`src/shared/overheat_pkg.sv`:
```
// Purpose: shared constants and types for the power-switch control logic
// Assumes: sys_clk at 250 MHz
// Notes: times in ns, cycle counts derived from the clock period
package overheat_pkg;
	localparam int clk_period_ns = 4;
	localparam int blank_in_fall_ns = 200;
	localparam int blank_in_fall_cyc = (blank_in_fall_ns + clk_period_ns - 1) / clk_period_ns;
	localparam int zc_blank_time_ns = 80;
	localparam int zc_blank_time_cyc = (zc_blank_time_ns + clk_period_ns - 1) / clk_period_ns;
	localparam int zc_detect_delay_ns = 40;
	localparam int zc_detect_delay_cyc = (zc_detect_delay_ns + clk_period_ns - 1) / clk_period_ns;
	localparam int zv_pulse_delay_ns = 40;
	localparam int zv_pulse_delay_cyc = (zv_pulse_delay_ns + clk_period_ns - 1) / clk_period_ns;
	localparam int pulse_width_ns = 100;
	localparam int pulse_width_cyc = (pulse_width_ns + clk_period_ns - 1) / clk_period_ns;
	localparam int reverse_detect_ns = 20;
	localparam int reverse_detect_cyc = (reverse_detect_ns + clk_period_ns - 1) / clk_period_ns;
	localparam int cnt_w = 16;

	typedef enum logic [1:0] {
		st_blank,
		st_watch,
		st_conduct
	} diode_state_t;

	typedef struct packed {
		logic gate_cmd;
		logic drain_negative;
		logic current_forward;
		logic uv_ok;
		logic rail_5v_ok;
		logic neg_rail_ok;
		logic switch_hot;
		logic driver_hot;
	} sense_t;
endpackage

```
`src/rtl/overheat_diode_emulation_fsm.sv`:
```
// Purpose: gate control, overheat diode emulation, zero-volt/current pulses
// Assumes: all sense inputs are asynchronous levels from analog comparators
// Notes: rail-good inputs stand for the analog rail thresholds
`timescale 1ns/1ns
module overheat_diode_emulation_fsm
	import overheat_pkg::*;
#(
	parameter int blank_cyc = blank_in_fall_cyc,
	parameter int zc_blank_time = zc_blank_time_cyc,
	parameter int zc_detect_delay = zc_detect_delay_cyc,
	parameter int zv_pulse_delay = zv_pulse_delay_cyc,
	parameter int zv_pulse_width = pulse_width_cyc,
	parameter int zc_pulse_width = pulse_width_cyc,
	parameter int reverse_conduction_detect_time = reverse_detect_cyc
)
(
	// Clock and reset
	input wire logic sys_clk,
	input wire logic reset_n,
	// Sense and command inputs, asynchronous
	input wire sense_t sense_in,
	// Outputs
	output logic switch_on,
	output logic fault_n,
	output logic zero_volt_pulse_out,
	output logic zero_current_pulse_out,
	output logic overheat_diode_emulation
);

	sense_t s1_q;
	sense_t s2_q;
	logic cmd_prev_q;
	always_ff @(posedge sys_clk or negedge reset_n)
	begin
		if (!reset_n)
		begin
			s1_q <= '0;
			s2_q <= '0;
			cmd_prev_q <= 1'b0;
		end
		else
		begin
			s1_q <= sense_in;
			s2_q <= s1_q;
			cmd_prev_q <= s2_q.gate_cmd;
		end
	end

	logic cmd_rise;
	logic cmd_fall;
	assign cmd_rise = s2_q.gate_cmd && !cmd_prev_q;
	assign cmd_fall = !s2_q.gate_cmd && cmd_prev_q;

	function automatic logic [cnt_w-1:0] dec(input logic [cnt_w-1:0] v);
		dec = (v == '0) ? '0 : v - 1'b1;
	endfunction

	// Power-up: rails must both be good; loss of supply restarts
	logic ready_q;
	logic ready_d;
	always_comb
	begin
		ready_d = ready_q;
		// rails stop below lockout, restart on new crossing
		if (!s2_q.uv_ok)
			ready_d = 1'b0;
		// both rails good releases start-up hold
		else if (s2_q.rail_5v_ok && s2_q.neg_rail_ok)
			ready_d = 1'b1;
	end
	always_ff @(posedge sys_clk or negedge reset_n)
	begin
		if (!reset_n)
			ready_q <= 1'b0;
		else
			ready_q <= ready_d;
	end

	logic hot_mode;
	logic drv_hot;
	assign drv_hot = s2_q.driver_hot;
	// emulation only when switch hot and driver not hot
	assign hot_mode = ready_q && s2_q.switch_hot && !drv_hot;

	// Diode emulation state machine
	diode_state_t st_q;
	diode_state_t st_d;
	logic hot_prev_q;
	logic [cnt_w-1:0] blk_q;
	logic [cnt_w-1:0] blk_d;
	always_comb
	begin
		st_d = st_q;
		blk_d = dec(blk_q);
		if (!hot_mode)
		begin
			st_d = st_watch;
			blk_d = '0;
		end
		else if (!hot_prev_q)
			st_d = st_watch;
		else if (cmd_fall)
		begin
			st_d = st_blank;
			blk_d = cnt_w'(blank_cyc);
		end
		else
		begin
			// no shoot-through counting, plain transitions only
			case (st_q)
				st_blank:
				begin
					if (blk_q <= 16'h0001)
						st_d = st_watch;
				end
				st_watch:
				begin
					if (s2_q.drain_negative)
						st_d = st_conduct;
				end
				default:
				begin
					if (s2_q.current_forward)
						st_d = st_watch;
				end
			endcase
		end
	end
	always_ff @(posedge sys_clk or negedge reset_n)
	begin
		if (!reset_n)
		begin
			st_q <= st_watch;
			blk_q <= '0;
			hot_prev_q <= 1'b0;
		end
		else
		begin
			st_q <= st_d;
			blk_q <= blk_d;
			hot_prev_q <= hot_mode;
		end
	end

	// Zero-voltage and zero-current pulse generators
	logic [cnt_w-1:0] rev_q;
	logic [cnt_w-1:0] rev_d;
	logic [cnt_w-1:0] zvd_q;
	logic [cnt_w-1:0] zvd_d;
	logic [cnt_w-1:0] zvw_q;
	logic [cnt_w-1:0] zvw_d;
	logic [cnt_w-1:0] zcb_q;
	logic [cnt_w-1:0] zcb_d;
	logic zc_arm_q;
	logic zc_arm_d;
	logic zc_neg_q;
	logic zc_neg_d;
	logic [cnt_w-1:0] zcd_q;
	logic [cnt_w-1:0] zcd_d;
	logic [cnt_w-1:0] zcw_q;
	logic [cnt_w-1:0] zcw_d;
	always_comb
	begin
		rev_d = s2_q.drain_negative ? rev_q + 1'b1 : '0;
		if (rev_q == '1)
			rev_d = rev_q;
		zvd_d = dec(zvd_q);
		zvw_d = dec(zvw_q);
		zcb_d = dec(zcb_q);
		zc_arm_d = zc_arm_q;
		zc_neg_d = zc_neg_q;
		zcd_d = dec(zcd_q);
		zcw_d = dec(zcw_q);
		if (zvd_q == 16'h0001)
			zvw_d = cnt_w'(zv_pulse_width);
		if (zcd_q == 16'h0001)
			zcw_d = cnt_w'(zc_pulse_width);
		// rising edge checks sustained negative drain voltage
		if (cmd_rise && ready_q && rev_q >= cnt_w'(reverse_conduction_detect_time))
			zvd_d = cnt_w'(zv_pulse_delay);
		if (cmd_rise && ready_q)
		begin
			zcb_d = cnt_w'(zc_blank_time);
			zc_arm_d = 1'b1;
			zc_neg_d = 1'b0;
		end
		else if (zc_arm_q && zcb_q == '0)
		begin
			zc_arm_d = 1'b0;
			if (s2_q.current_forward)
				zcw_d = cnt_w'(zc_pulse_width);
			else
				zc_neg_d = 1'b1;
		end
		else if (zc_neg_q && s2_q.current_forward)
		begin
			zc_neg_d = 1'b0;
			zcd_d = cnt_w'(zc_detect_delay);
		end
	end

	always_ff @(posedge sys_clk or negedge reset_n)
	begin
		if (!reset_n)
		begin
			rev_q <= '0;
			zvd_q <= '0;
			zvw_q <= '0;
			zcb_q <= '0;
			zc_arm_q <= 1'b0;
			zcd_q <= '0;
			zcw_q <= '0;
			zc_neg_q <= 1'b0;
		end
		else
		begin
			rev_q <= rev_d;
			zvd_q <= zvd_d;
			zvw_q <= zvw_d;
			zcb_q <= zcb_d;
			zc_arm_q <= zc_arm_d;
			zcd_q <= zcd_d;
			zcw_q <= zcw_d;
			zc_neg_q <= zc_neg_d;
		end
	end

	// Output registers
	logic sw_d;
	always_comb
	begin
		sw_d = 1'b0;
		if (!ready_q || drv_hot)
			sw_d = 1'b0;
		else if (hot_mode)
			sw_d = (st_d == st_conduct);
		else
			sw_d = s2_q.gate_cmd;
	end
	always_ff @(posedge sys_clk or negedge reset_n)
	begin
		if (!reset_n)
		begin
			switch_on <= 1'b0;
			fault_n <= 1'b0;
			zero_volt_pulse_out <= 1'b0;
			zero_current_pulse_out <= 1'b0;
			overheat_diode_emulation <= 1'b0;
		end
		else
		begin
			switch_on <= sw_d;
			// low during start-up or either overheat
			fault_n <= ready_d && !s2_q.switch_hot && !s2_q.driver_hot;
			zero_volt_pulse_out <= zvw_d != '0;
			zero_current_pulse_out <= zcw_d != '0;
			overheat_diode_emulation <= hot_mode;
		end
	end

	chk_fall_to_blank: assert property (@(posedge sys_clk) disable iff (!reset_n)
		hot_mode && hot_prev_q && cmd_fall |=> st_q == st_blank && !switch_on)
		else $error("falling edge did not enter blank state");
	chk_blank_leaves: assert property (@(posedge sys_clk) disable iff (!reset_n)
		st_q == st_blank && hot_mode && !cmd_fall && blk_q == 16'h0001 |=> st_q == st_watch)
		else $error("blank state did not end on time");
	chk_watch_to_conduct: assert property (@(posedge sys_clk) disable iff (!reset_n)
		hot_mode && hot_prev_q && st_q == st_watch && s2_q.drain_negative && !cmd_fall
		|=> st_q == st_conduct)
		else $error("reverse flow ignored");
	chk_entry_watch: assert property (@(posedge sys_clk) disable iff (!reset_n)
		hot_mode && !hot_prev_q |=> st_q == st_watch)
		else $error("overheat entry not in watch state");
	chk_conduct_on: assert property (@(posedge sys_clk) disable iff (!reset_n)
		hot_mode && st_d == st_conduct |=> switch_on)
		else $error("conduct state without switch on");
	chk_driver_hot_off: assert property (@(posedge sys_clk) disable iff (!reset_n)
		drv_hot |=> !switch_on && !fault_n)
		else $error("switch on during driver overheat");
	chk_startup_fault: assert property (@(posedge sys_clk) disable iff (!reset_n)
		!ready_q && !ready_d |=> !fault_n)
		else $error("fault released before rails good");
	chk_zv_pulse_width: assert property (@(posedge sys_clk) disable iff (!reset_n)
		$rose(zero_volt_pulse_out) |-> zero_volt_pulse_out [*2])
		else $error("zero-volt pulse too short");
	chk_fault_on_hot: assert property (@(posedge sys_clk) disable iff (!reset_n)
		s2_q.switch_hot || s2_q.driver_hot |=> !fault_n)
		else $error("fault not shown in overheat");
endmodule

```
`config.mk`:
```
export PLATFORM = sky130hd
export DESIGN_NAME = overheat_diode_emulation_fsm
export DESIGN_NICKNAME = d
export VERILOG_FILES = /design/src/shared/overheat_pkg.sv /design/src/rtl/overheat_diode_emulation_fsm.sv
export SDC_FILE = /design/constraint.sdc
export NUM_CORES = 1
export LEC_CHECK = 0
export ABC_AREA = 0
export BUFFER_PORTS_ARGS = -buffer_cell sky130_fd_sc_hd__buf_4
export CAP_MARGIN = 20
export CELL_PAD_IN_SITES_DETAIL_PLACEMENT = 2
export CELL_PAD_IN_SITES_GLOBAL_PLACEMENT = 2
export CORE_MARGIN = 2
export CORE_UTILIZATION = 35
export CTS_CLUSTER_DIAMETER = 50
export DETAILED_ROUTE_END_ITERATION = 7
export PLACE_DENSITY_LB_ADDON = 0.3
export SYNTH_ARGS = -nofsm -noshare
export SYNTH_HDL_FRONTEND = slang
export SYNTH_SLANG_ARGS = --single-unit
export TNS_END_PERCENT = 50
```
`constraint.sdc`:
```
create_clock -name sys_clk -period 3 [get_ports sys_clk]
set_clock_uncertainty 0.1 [all_clocks]
set_input_delay 0.45 -clock sys_clk [delete_from_list [all_inputs] [get_ports sys_clk]]
set_output_delay 0.45 -clock sys_clk [all_outputs]
set_load 0.02 [all_outputs]
```
; ---- Word-level counts from Yosys, hierarchy flattened
; Index checks and enable logic that the tools add are counted.
[totals]
regBits = 139
inputBits = 10
output_inout_bits = 5
elab_cells = 114
[op_classes]
addsub = 7
order_cmp = 2
eq_ne = 6
n_mux = 37
reduce_logical = 29
[ops]
columns = op, n
row1 = two-way mux 16 bit, 20
row2 = logical NOT 16 bit, 6
row3 = subtractor 16 x 1 -> 16 bit (second input constant), 6
row4 = == test 16 x 1 -> 1 bit (second input constant), 2
row5 = nonzero test 16 bit, 2
row6 = adder 16 x 1 -> 16 bit (second input constant), 1
row7 = == test 16 bit (second input constant), 1
row8 = >= comparator 16 x 3 -> 1 bit (second input constant), 1
row9 = <= comparator 16 x 1 -> 1 bit (second input constant), 1
row10 = two-way mux 2 bit, 6
row11 = logical AND 1 bit, 11
row12 = two-way mux 1 bit, 10
row13 = logical NOT 1 bit, 5
row14 = case mux 2 bit (2 select lines), 1
row15 = inequality test 3 bit (second input constant), 1
row16 = nonzero test 3 bit, 1
row17 = == test 2 x 1 -> 1 bit (second input constant), 1
row18 = == test 2 bit (second input constant), 1
row19 = logical NOT 2 bit, 1
row20 = AND reduction 2 bit, 1
row21 = nonzero test 2 bit, 1
row22 = logical OR 1 bit, 1

; ---- Depth between registers and ports, before layout
; Gate-level depths: netlist of run 1.
[depth]
depth_word = 9
ltp_mapped = 10
depth_no_buf = 8

; ---- Worst setup path before layout of run 1
; Ideal clock, no wire load.
[synth_path]
path_type = reg-to-reg
startpoint = register zvw_q[0]
endpoint = register zero_volt_pulse_out
setup_ps = 136
arrival_ps = 2288
required_time_ps = 2764
setup_slack_ps = 476
stages_incl_launch_ff = 10
n_path_buf = 1
period_less_slack_ps = 2524
cell_sequence = dfrtp_1 inv_1 ha_1 or3b_2 clkbuf_1 or3b_2 a21oi_1 o2111ai_1 nor4b_2 o211ai_1
[synth_via]
elab_chain_len = 4
word_cells_on_any_way = 5
classes_between = add/sub: 1 / mux: 2 / reduce/logical: 2
[synth_rtl]
columns = element, line
row1 = "start, declared", overheat_diode_emulation_fsm.sv:150  ; logic [cnt_w-1:0] zvw_q;
row2 = "start signal, assigned", overheat_diode_emulation_fsm.sv:219  ; zvw_q <= zvw_d;
row3 = subtractor 16 x 1 -> 16 bit or logical NOT 16 bit (tied branches), overheat_diode_emulation_fsm.sv:55  ; dec = (v == '0) ? '0 : v - 1'b1;
row4 = two-way mux 16 bit *, overheat_diode_emulation_fsm.sv:55
row5 = two-way mux 16 bit *, overheat_diode_emulation_fsm.sv:174  ; if (zvd_q == 16'h0001)
row6 = nonzero test 16 bit *, overheat_diode_emulation_fsm.sv:255  ; zero_volt_pulse_out <= zvw_d != '0;
row7 = "end signal, assigned", overheat_diode_emulation_fsm.sv:246  ; zero_volt_pulse_out <= 1'b0;
row8 = "end signal, assigned", overheat_diode_emulation_fsm.sv:255
row9 = "end, declared", overheat_diode_emulation_fsm.sv:25  ; output logic zero_volt_pulse_out,
; Every way passes the cells marked *; elsewhere a longest branch is shown, timed or not.
; A chain may end at the register's enable or synchronous reset.

; ---- Worst setup path in the final report of run 1
; Ends and elaborated chain as after synthesis.

==> summary by stage, run 1 <==
Setup path
The worst setup path is captured at a register. The critical path arrival is 2.96 ns. The category of the most critical setup path is register to register.

The maximum fanout along the worst path is 10. In this run the register-to-register setup slack is 0.24 ns. STA puts the critical path data required time at 3.20 ns.

The number of cells on the worst reg-to-reg path is 8. In this run the critical register-to-register path is launched from zvw_q[0]$_DFF_PN0_. The endpoint identified for the worst register-to-register timing path is zero_volt_pulse_out$_DFF_PN0_. The worst setup path is launched from a register.

Min path
The min-delay analysis places its worst path in the category input port to register. The path with the worst hold slack has its endpoint at s1_q[6]$_DFF_PN0_. The hold path startpoint is sense_in[6]. The number of stages on the worst hold path is 1.

Floorplanning
In this run the core area contains 50 standard-cell rows. The area of the die is 20200 sq um. From bottom edge to top edge, the die measures 142 um. The top-level I/O count is 15. The core region area is 18700 sq um.

The initial cell density of the core is 0.357. The chip width is 142 um.

Drt
The post-detailed-route wirelength per cell is 17.8 um. The post-detailed-route via-to-cell ratio is 5.27. In the routed design, unresolved DRC markers number 0. For this block, the initial DRC count from the detailed router was 219. The count of nets left with antenna violations once routing finished came out at 0. The number of detailed-route iterations in the first pass is 4. The overall routed net length is 16600 um. The overall via count from detail_route is 4928.

Synthesis
The synthesized area per cell is 9.97 sq um. Synthesis handed over a netlist of 670 instances. The post-synthesis async set-or-reset flop share is 1.00. The synthesis-stage register bit count is 139. The number of different library cells used by synthesis comes to 60. The top cell type's share of synthesized area is 0.517. sky130_fd_sc_hd__dfrtp_1 takes more of the synthesized area than any other cell. Yosys printed 0 warnings. By area the synthesized netlist is led by sky130_fd_sc_hd__dfrtp_1 (52%), sky130_fd_sc_hd__xnor2_1 (7.6%), sky130_fd_sc_hd__nor2_1 (6.9%), sky130_fd_sc_hd__xor2_1 (4.1%), sky130_fd_sc_hd__ha_1 (2.8%). The net count after synthesis is 695. The cell area after technology mapping is 6680 sq um.

For this run, the register share of the synthesized area comes to 0.521. Ranked by instance count, the synthesized netlist is headed by sky130_fd_sc_hd__dfrtp_1 (138), sky130_fd_sc_hd__nor2_1 (122), sky130_fd_sc_hd__xnor2_1 (58), sky130_fd_sc_hd__nand2_1 (42), sky130_fd_sc_hd__xor2_1 (31). The dominant cell by count in the synthesized netlist is sky130_fd_sc_hd__dfrtp_1. The most used flip-flop cell after synthesis is sky130_fd_sc_hd__dfrtp_1.

The count of flip-flops with a built-in enable after synthesis is 0.

CTS
In this run, CTS created clock tree buffers numbering 17. After clock tree synthesis, the repair step resized 0 gates. The tree is rooted in a sky130_fd_sc_hd__clkbuf_16.

The worst-case clock buffer depth is 2. TritonCTS built the clock tree. For this design, the sink count on the clock tree is 139. Once the clock tree was built, the setup fixing pass inserted 0 buffers.

Clock-pin slew was measured on the worst setup and hold paths at 0.06 ns. The count of hold-fix buffers inserted at cts is 1. In this run the number of H-tree levels came out at 4.

The clock insertion delay at the later pin of the skew report is 0.43 ns.

Layout
The proportion of layout cells with a drive suffix above 1 is 0.0870. The count of antenna diodes in the layout is 0. The filler cell count in the final layout is 2031. Relative to the synthesized area, the layout overhead comes to 13.9%. The net count of the finished layout is 713.

STA
Setup violations remaining at the end of the flow were counted as 0. The total count of hold-check failures in the final report is 0. Setup repair after global routing left no endpoint under its margin. After layout, the minimum clock period comes to 2.76 ns. The upper clock frequency limit is 0.363 GHz. The transition time of the tightest slew-check pin is 0.685 ns. Dividing the final minimum period by the clock period gives 0.919. In the final timing run, aggregate negative setup slack is 0 ns. The max-slew violation count is 0. Measured against its own limit, the worst slew margin works out to 0.542. The minimum hold slack is 0.0252 ns.

Placement
Routability-driven placement finished with a final weighted congestion of 0.750. The HPWL after detailed placement is 11400 um. In this run the tool buffered the top-level ports with 14 buffer cells.

Power and ir drop
The total chip power is 6.95 mW. The worst IR drop on VDD is 489 uV. In this run the static leakage power is 3.32 nW. The power per cell area is 913 nW/um^2.

Global route
Entering global routing, the biggest net connects 62 pins. The global-route wire length before repair is 29200 um. The number of global-route vias before repair is 5620. The overflow left after global routing is 0. Across every metal layer, demand over resource in global routing totals 0.183. The initial antenna violation count is 0.

Flow run
Max-cap violations in this run came to 0.

Run status
The run finished with clean final reports.
-- layout by cell type, fill, tap and decap left out, drive strengths merged, types with 8 or more instances in the layout --
master,netlist,layout
ha,15,15
nor3,31,31
nand4,8,8
buf,7,20
o21ai,30,30
inv,25,25
dfrtp,138,138
a21oi,11,11
or4,12,12
nor2,122,122
nand3,13,13
nor4,22,22
clkbuf,15,20
nand2,42,42
xor2,31,31
xnor2,58,58
-- flip-flops by register name, summed over array words and instances, names as in the netlist --
signal / count
zcw_q: 16
overheat_diode_emulation: 1
zero_volt_pulse_out: 1
zvw_q: 16
cmd_prev_q: 1
zcd_q: 16
s1_q: 8
s2_q: 7
zc_neg_q: 1
zcb_q: 16
zero_current_pulse_out: 1
drv_hot: 1
zc_arm_q: 1
switch_on: 1
rev_q: 16
blk_q: 16
st_q: 2
fault_n: 1
zvd_q: 16
ready_q: 1
-- worst max-delay path, stage by stage, from the launching register on --
cell and delay (ns):
sky130_fd_sc_hd__dfrtp_1 0.43, sky130_fd_sc_hd__inv_1 0.11, sky130_fd_sc_hd__ha_1 0.23, sky130_fd_sc_hd__or3b_2 0.59, sky130_fd_sc_hd__or3b_2 0.48, sky130_fd_sc_hd__a21oi_1 0.19, sky130_fd_sc_hd__o2111ai_1 0.18, sky130_fd_sc_hd__nor4b_2 0.23
sky130_fd_sc_hd__o211ai_1 0.10
-- power by group --
part	total (mW)	switching, mW	internal, mW
Clock	1.98	0.811	1.17
Sequential	3.14	0.721	2.42
Combinational	1.82	1.01	0.817
Total	6.95	2.54	4.41
-- cells by family (layout without fill, tap and decap cells) --
family | count (synthesis) | in the layout | synth area share
xor+xnor | 89 | 89 | 0.117
simple gates | 302 | 302 | 0.231
compound gates | 76 | 76 | 0.0721
flops | 139 | 139 | 0.521
buf+inv | 47 | 78 | 0.0283
mux | 1 | 1 | 0.00150
fa+ha+maj | 16 | 16 | 0.0296
-- routing by layer --
layer | global-route usage | part of all wire
met5 | 0 | 0
met2 | 0.309 | 0.51
met1 | 0.234 | 0.46
met3 | 0.0360 | 0.018
met4 | 0.0642 | 0.014
-- stage by stage --
step | setup WS [ns] | instances | utilization | instance area (sq um)
after floorplan | 0.476 | 670 | - | 6680
after global placement | 0.411 | 902 | 0.377 | 7040
after detailed placement | 0.323 | 902 | 0.377 | 7040
after CTS | 0.233 | 935 | 0.407 | 7610
after global routing | 0.0333 | 935 | 0.407 | 7610
final | 0.242 | 935 | 0.407 | 7610
-- how the worst max path moves through the flow --
stage                                  start                             to  slack (ns)  cells past startpoint
after CTS                 zvw_q[0]$_DFF_PN0_  zero_volt_pulse_out$_DFF_PN0_        0.23                      8
after floorplan           zvw_q[0]$_DFF_PN0_  zero_volt_pulse_out$_DFF_PN0_        0.48                      9
after global placement    zcb_q[8]$_DFF_PN0_            zcw_q[12]$_DFF_PN0_        0.41                      6
after global routing      zcb_q[0]$_DFF_PN0_             zcw_q[9]$_DFF_PN0_        0.03                      8
after detailed placement  zcb_q[0]$_DFF_PN0_             zcd_q[7]$_DFF_PN0_        0.32                      8
final                     zvw_q[0]$_DFF_PN0_  zero_volt_pulse_out$_DFF_PN0_        0.24                      8
-- layout make-up --
cell class	count	area, sq um	area share
well taps	234	293	0.0385
inverters	25	93.8	0.0123
clock buffers	20	457	0.0600
flip-flops and latches	139	3480	0.457
clock inverters	12	98.8	0.0130
repair buffers	21	176	0.0232
multi-input cells	484	3010	0.396
Note: power is estimated with default switching activity, not from simulation.
==> run 2, diff against run 1 <==
- PLACE_DENSITY_LB_ADDON: 0.3 -> 0.15
==> run 2 against run 1 <==
Net effect:
- routed wire length fell by 1.1%
- via count decreased by 0.49%
- combinational power barely moved
- register-to-register slack improved by 0.096 ns
- core utilization is 0.68 points higher
- sequential power hardly changed
- clock power is 23% higher
- die area stayed put
- total power up 6.1%
- critical path type unchanged
==> summary by stage, run 2 (synthesis gave the netlist of run 1 again) <==
Flow run
The number of max-cap violations is 0 (unchanged).

Drt
The overall routed net length is 16400 um (-1.1%). The count of nets left with antenna violations after detail routing came to 0 (unchanged). The post-detailed-route wirelength per cell came to 17.6 um (-1.1%).

The overall via count from detail_route was 4904 (-0.49%). The violation count after the first detailed-routing iteration was 114 (-48%). The number of detailed-route iterations in the first pass is 4 (unchanged). The post-detailed-route via-to-cell ratio was 5.24 (-0.49%).

The number of DRC violations after detailed routing was 0 (unchanged).

Power and ir drop
The net switching fraction of the power is 0.340 (-0.0256). The power per cell area is 953 nW/um^2 (+4.4%). The switching power total is 2.50 mW (-1.3%).

The combinational share of power was 0.245 (-0.017). The total chip power is 7.37 mW (+6.1%). The internal power is 4.87 mW (+10%).

The sequential share of power was 0.424 (-0.028). The worst IR drop on VDD was 445 uV (-8.9%). The clock network power share was 0.331 (+0.046). The cell leakage power is 3.39 nW (+2.1%).

CTS
The clock insertion delay at the later pin of the skew report is 0.42 ns (about the same). The number of clock sinks is 139 (unchanged). The number of resized instances in the post-cts repair step is 0 (unchanged). The worst-case clock buffer depth came to 2 (unchanged). The number of CTS-inserted buffers is 17 (unchanged). The TritonCTS clock tree is yes. The count of hold-fix buffers inserted at cts is 1 (unchanged). The register clock-pin slew on the reported worst setup and hold paths is 0.06 ns (about the same). The library cell used as clock root buffer is sky130_fd_sc_hd__clkbuf_16. The setup fix buffers added after clock tree synthesis is 0 (unchanged). The number of H-tree levels is 4 (unchanged).

Setup path
The worst endpoint required time is 3.18 ns (-0.02 ns). The category of the most critical setup path is register to register. The logic depth of the worst register-to-register path is 8 (unchanged). The element type at the critical path start is a register. The critical path arrival is 2.84 ns (-0.12 ns). The maximum fanout along the worst path came to 10 (unchanged). The sort of element at the end of the critical path is a register.

Placement
The count of input and output buffers is 14 (unchanged). The placer's final routability congestion estimate is 0.752 (+0.23%). The final HPWL from detailed placement was 11400 um (-0.13%). The pre-CTS worst setup slack came to 0.333 ns (+0.00976 ns).

Layout
The library cell used most frequently in the layout, excluding fill and tap cells, is sky130_fd_sc_hd__dfrtp_1. The count of antenna diodes in the layout is 0 (unchanged). The number of nets in the layout is 713 (unchanged). The proportion of layout cells with a drive suffix above 1 is 0.0870 (unchanged).

In the layout the commonest cells are sky130_fd_sc_hd__dfrtp_1 (138), sky130_fd_sc_hd__nor2_1 (122), sky130_fd_sc_hd__xnor2_1 (58), sky130_fd_sc_hd__nand2_1 (42), sky130_fd_sc_hd__xor2_1 (31). The growth of design area from synthesis to finish is 15.8%. The core utilization of the finished layout is 0.414 (+0.00682). The filler cell count in the final layout came to 1975 (-2.8%).

STA
The transition time of the tightest slew-check pin was 0.641 ns (-0.0441 ns). The total count of hold-check failures in the final report came to 0 (unchanged). The final setup violation count is 0 (unchanged).

Setup repair after global routing left no endpoint under its margin. The final critical-path share of the clock period was 0.887 (-0.0322). The slack of the critical path is 0.338 ns (+0.0965 ns). The max-slew violation count was 0 (unchanged). The total negative setup slack is 0 ns (unchanged). The minimum hold slack is 0.0400 ns (+0.0148 ns).

The relative slew slack is 0.571 (+0.0295). The upper clock frequency limit is 0.376 GHz (+3.6%). The minimum period implied by the final worst setup slack is 2.66 ns (-0.0965 ns).

Floorplanning
The vertical extent of the die is 142 um (unchanged). The initial cell density of the core is 0.357 (unchanged). The count of standard-cell rows was 50 (unchanged). The top-level I/O count is 15 (unchanged). The core region area came to 18700 sq um (unchanged).

The area of the die is 20200 sq um (unchanged). The chip width is 142 um (unchanged).

Global route
The initial antenna violation count is 0 (unchanged). The overflow left after global routing is 0 (unchanged). The pin count of the biggest net entering global routing is 85 (+37%). The global-route wire length before repair is 28300 um (-3.2%). The number of global-route vias before repair was 5578 (-0.75%).

The global-route usage over all layers is 0.177 (-0.00517).

Run status
The flow ran to the end, and the final reports show no timing, DRC or antenna violations.

Min path
The type of the most critical hold path is input port to register. The number of stages on the worst hold path was 1 (unchanged).
run 2: cell count changes in the layout (fill, tap and decap cells not counted):
cell | previous run | this run
sky130_fd_sc_hd__bufinv_16 | 1 | 6
sky130_fd_sc_hd__clkbuf_8 | 2 | 3
sky130_fd_sc_hd__clkinv_2 | 6 | 3
sky130_fd_sc_hd__clkinvlp_4 | 4 | 0
sky130_fd_sc_hd__inv_6 | 0 | 1
run 2: worst max-delay path: stages (launching register included):
cell and delay (ns):
sky130_fd_sc_hd__dfrtp_1 0.41, sky130_fd_sc_hd__inv_1 0.10, sky130_fd_sc_hd__ha_1 0.21, sky130_fd_sc_hd__or3b_2 0.59, sky130_fd_sc_hd__or3b_2 0.47, sky130_fd_sc_hd__a21oi_1 0.15
sky130_fd_sc_hd__o2111ai_1 0.16, sky130_fd_sc_hd__nor4b_2 0.23, sky130_fd_sc_hd__o211ai_1 0.11
run 2: power groups by stage:
stage	Combinational, mW	Sequential [mW]	Clock (mW)
after global placement	1.69	3.08	0
after global routing	2.09	3.24	2.58
after detailed placement	1.82	3.14	0
final	1.81	3.12	2.44
after CTS	1.84	3.13	2.51
after floorplan	1.51	2.87	0
run 2: stage by stage:
step,instance area (sq um),std cells
detailed placement,7040,902
global route,7740,935
finish,7740,935
CTS,7740,935
floorplan,6680,670
global placement,7040,902
run 2: routing by layer:
metal,vias to the layer above,track usage,wire (um)
met5,-,0,0
met4,0,0.0516,210
li1,2340,-,-
met1,2511,0.214,7230
met2,39,0.319,8640
met3,14,0.0384,351
run 2: final timing paths:
kind                               startpoint                             to  slack, ns
min in group asynchronous             reset_n             zcd_q[6]$_DFF_PN0_       0.33
hold / removal                    sense_in[5]              s1_q[5]$_DFF_PN0_       0.04
hold reg to reg             s1_q[4]$_DFF_PN0_              s2_q[4]$_DFF_PN0_       0.25
max in group asynchronous             reset_n              s1_q[6]$_DFF_PN0_       1.70
setup reg to reg           zvw_q[0]$_DFF_PN0_  zero_volt_pulse_out$_DFF_PN0_       0.34
setup / recovery           zvw_q[0]$_DFF_PN0_  zero_volt_pulse_out$_DFF_PN0_       0.34
run 2: layout make-up:
class | instances | area (sq um) | area share
Clock buffer | 21 | 470 | 0.0608
Inverter | 25 | 93.8 | 0.0121
Multi-Input combinational cell | 484 | 3010 | 0.389
Clock inverter | 11 | 213 | 0.0275
Sequential cell | 139 | 3480 | 0.450
Timing Repair Buffer | 21 | 176 | 0.0228
Tap cell | 234 | 293 | 0.0378
==> run 3, diff against run 2 <==
- CORE_MARGIN: 2 -> default
- GPL_TIMING_DRIVEN: default -> 0
==> run 3 against run 2 <==
Net effect:
- total power down 3.6%
- global-route usage up 0.82 points
- maximum frequency down 6.0%
- largest power group unchanged
- sequential power down 4%
- setup slack worse by 0.17 ns
- core utilization about the same
- hold slack worse by 0.0096 ns
- combinational power up 9%
==> summary by stage, run 3 (synthesis gave the netlist of run 1 again) <==
Run status
The run finished with clean final reports.

Setup path
The largest incremental delay on the critical path is 0.50 ns (-0.09 ns). The worst endpoint required time is 3.19 ns (about the same). The cell family with the largest share of critical-path delay is simple AND/OR/NAND/NOR gates. The element type at the critical path start is a register.

The number of buffers and inverters on the critical path is 2 (+1). The critical path is of the register to register type. Traced cell by cell, the critical path runs through inv_1, ha_1, or3b_2, clkbuf_1, or3b_2, a21oi_1, o2111ai_1, nor4b_2, o211ai_1. In this design, the critical path's most frequently occurring cell is sky130_fd_sc_hd__or3b_2. The critical path arrival was 3.02 ns (+0.18 ns). The slowest stage of the critical path belongs to the cell sky130_fd_sc_hd__or3b_2. STA classifies the critical path endpoint as a register. The maximum fanout along the worst path is 10 (unchanged).

Floorplanning
The top-level I/O count is 15 (unchanged). The chip width is 140 um (-1.4%). The core region area is 18700 sq um (unchanged). The area of the die is 19600 sq um (-2.8%). The initial cell density of the core is 0.357 (unchanged).

The vertical extent of the die came to 140 um (-1.4%). The count of standard-cell rows came to 50 (unchanged).

Drt
The violation count after the first detailed-routing iteration is 127 (+11%). The number of DRC violations after detailed routing is 0 (unchanged). The post-detailed-route via-to-cell ratio is 5.28 (+0.58%). The number of detailed-route iterations in the first pass is 6 (+2). The count of nets left with antenna violations after detail routing is 0 (unchanged). The overall via count from detail_route is 5022 (+2.4%). The post-detailed-route wirelength per cell is 17.4 um (-1.1%). The overall routed net length is 16500 um (+0.67%).

Layout
In the layout the commonest cells are sky130_fd_sc_hd__dfrtp_1 (138), sky130_fd_sc_hd__nor2_1 (122), sky130_fd_sc_hd__xnor2_1 (58), sky130_fd_sc_hd__nand2_1 (42), sky130_fd_sc_hd__xor2_1 (31). The count of antenna diodes in the layout is 0 (unchanged). The proportion of layout cells with a drive suffix above 1 is 0.0877 (+0.000725). The final instance area is 7730 sq um (about the same). The core utilization of the finished layout is 0.413 (about the same). The growth of design area from synthesis to finish is 15.8% (about the same). The library cell used most frequently in the layout, excluding fill and tap cells, is sky130_fd_sc_hd__dfrtp_1. The number of nets in the layout is 730 (+2.4%). The final standard cell count with taps included and fillers excluded is 952 (+1.8%).

STA
The transition time of the tightest slew-check pin was 0.719 ns (+0.0781 ns). The minimum period implied by the final worst setup slack is 2.83 ns (+0.171 ns). The max-slew violation count is 0 (unchanged). The upper clock frequency limit is 0.353 GHz (-6.0%). The relative slew slack is 0.516 (-0.0552). The final critical-path share of the clock period is 0.944 (+0.0569). The final setup violation count is 0 (unchanged).

Setup repair after global routing could not meet its margin everywhere. The total count of hold-check failures in the final report was 0 (unchanged). The minimum hold slack was 0.0304 ns (-0.00964 ns).

Global route
The overflow left after global routing is 0 (unchanged). The pin count of the biggest net entering global routing is 72 (-15%). The number of global-route vias before repair was 5641 (+1.1%). The initial antenna violation count is 0 (unchanged). The global-route wire length before repair is 28600 um (+1.2%). The global-route usage over all layers came to 0.186 (+0.00817).

CTS
The number of clock sinks was 139 (unchanged). The number of H-tree levels came to 4 (unchanged). The worst-case clock buffer depth is 2 (unchanged). The cell sitting at the root of the clock tree is a sky130_fd_sc_hd__clkbuf_16. The number of CTS-inserted buffers was 17 (unchanged). The setup fix buffers added after clock tree synthesis is 0 (unchanged). The clock insertion delay at the later pin of the skew report came to 0.43 ns (about the same). The register clock-pin slew on the reported worst setup and hold paths is 0.06 ns (about the same). The TritonCTS clock tree is yes.

Placement
The placer's final routability congestion estimate is 0.783 (+4.2%). The count of input and output buffers was 14 (unchanged). The number of cells after detailed placement is 919 (+1.9%). The final HPWL from detailed placement is 11400 um (+0.33%). The post-placement cell area is 7110 sq um (+0.92%).

Power and ir drop
The worst IR drop on VDD is 424 uV (-4.9%). The power per cell area is 920 nW/um^2 (-3.5%). The cell leakage power is 3.36 nW (-0.96%).

Min path
The type of the most critical hold path is input port to register.

Flow run
The number of max-cap violations is 0 (unchanged).
-- run 3: timing repair --
item / CTS / global route
pin swaps: 0 / 0
endpoints found under the setup margin: 10 / 17
endpoints found under the hold margin: 69 / 0
gates resized for setup: 1 / 2
hold buffers: 1 / 0
-- run 3: per-stage QoR --
step / TNS [ns] / worst slack (ns) / power, mW
detailed placement: -0.213 / -0.0299 / 4.98
finish: 0 / 0.168 / 7.11
global route: -0.00575 / -0.00575 / 7.62
global placement: 0 / 0.0662 / 4.79
floorplan: 0 / 0.476 / 4.38
CTS: 0 / 0.115 / 7.21
-- run 3: path summary, 6_finish.rpt --
kind / start / endpoint / slack, ns / depth (start not counted)
setup / recovery: zvw_q[0]$_DFF_PN0_ / zero_volt_pulse_out$_DFF_PN0_ / 0.17 / 9
hold reg to reg: s1_q[5]$_DFF_PN0_ / s2_q[5]$_DFF_PN0_ / 0.25 / 0
max in group asynchronous: reset_n / zvd_q[9]$_DFF_PN0_ / 1.52 / 3
min in group asynchronous: reset_n / zcw_q[7]$_DFF_PN0_ / 0.50 / 2
hold / removal: sense_in[2] / s1_q[2]$_DFF_PN0_ / 0.03 / 1
setup reg to reg: zvw_q[0]$_DFF_PN0_ / zero_volt_pulse_out$_DFF_PN0_ / 0.17 / 9
-- run 3: routing by layer --
layer | share of wire | track usage | vias to the layer above
li1 | - | - | 2362
met1 | 0.44 | 0.227 | 2605
met2 | 0.53 | 0.329 | 38
met3 | 0.019 | 0.0383 | 17
met4 | 0.012 | 0.0521 | 0
met5 | 0 | 0 | -
-- run 3: final cells by class --
class                           instances  area [sq um]
Fill cell                            1998         11000
Sequential cell                       139          3480
Multi-Input combinational cell        484          3030
Clock buffer                           22           484
Tap cell                              234           293
Timing Repair Buffer                   16           146
Clock inverter                         10           115
Buffer                                 22          95.1
Inverter                               25          93.8
-- run 3: power breakdown --
part	total, mW	switching [mW]	internal (mW)
combinational	1.98	1.13	0.855
sequential	3.00	0.580	2.42
clock	2.13	0.820	1.31
total	7.11	2.53	4.58
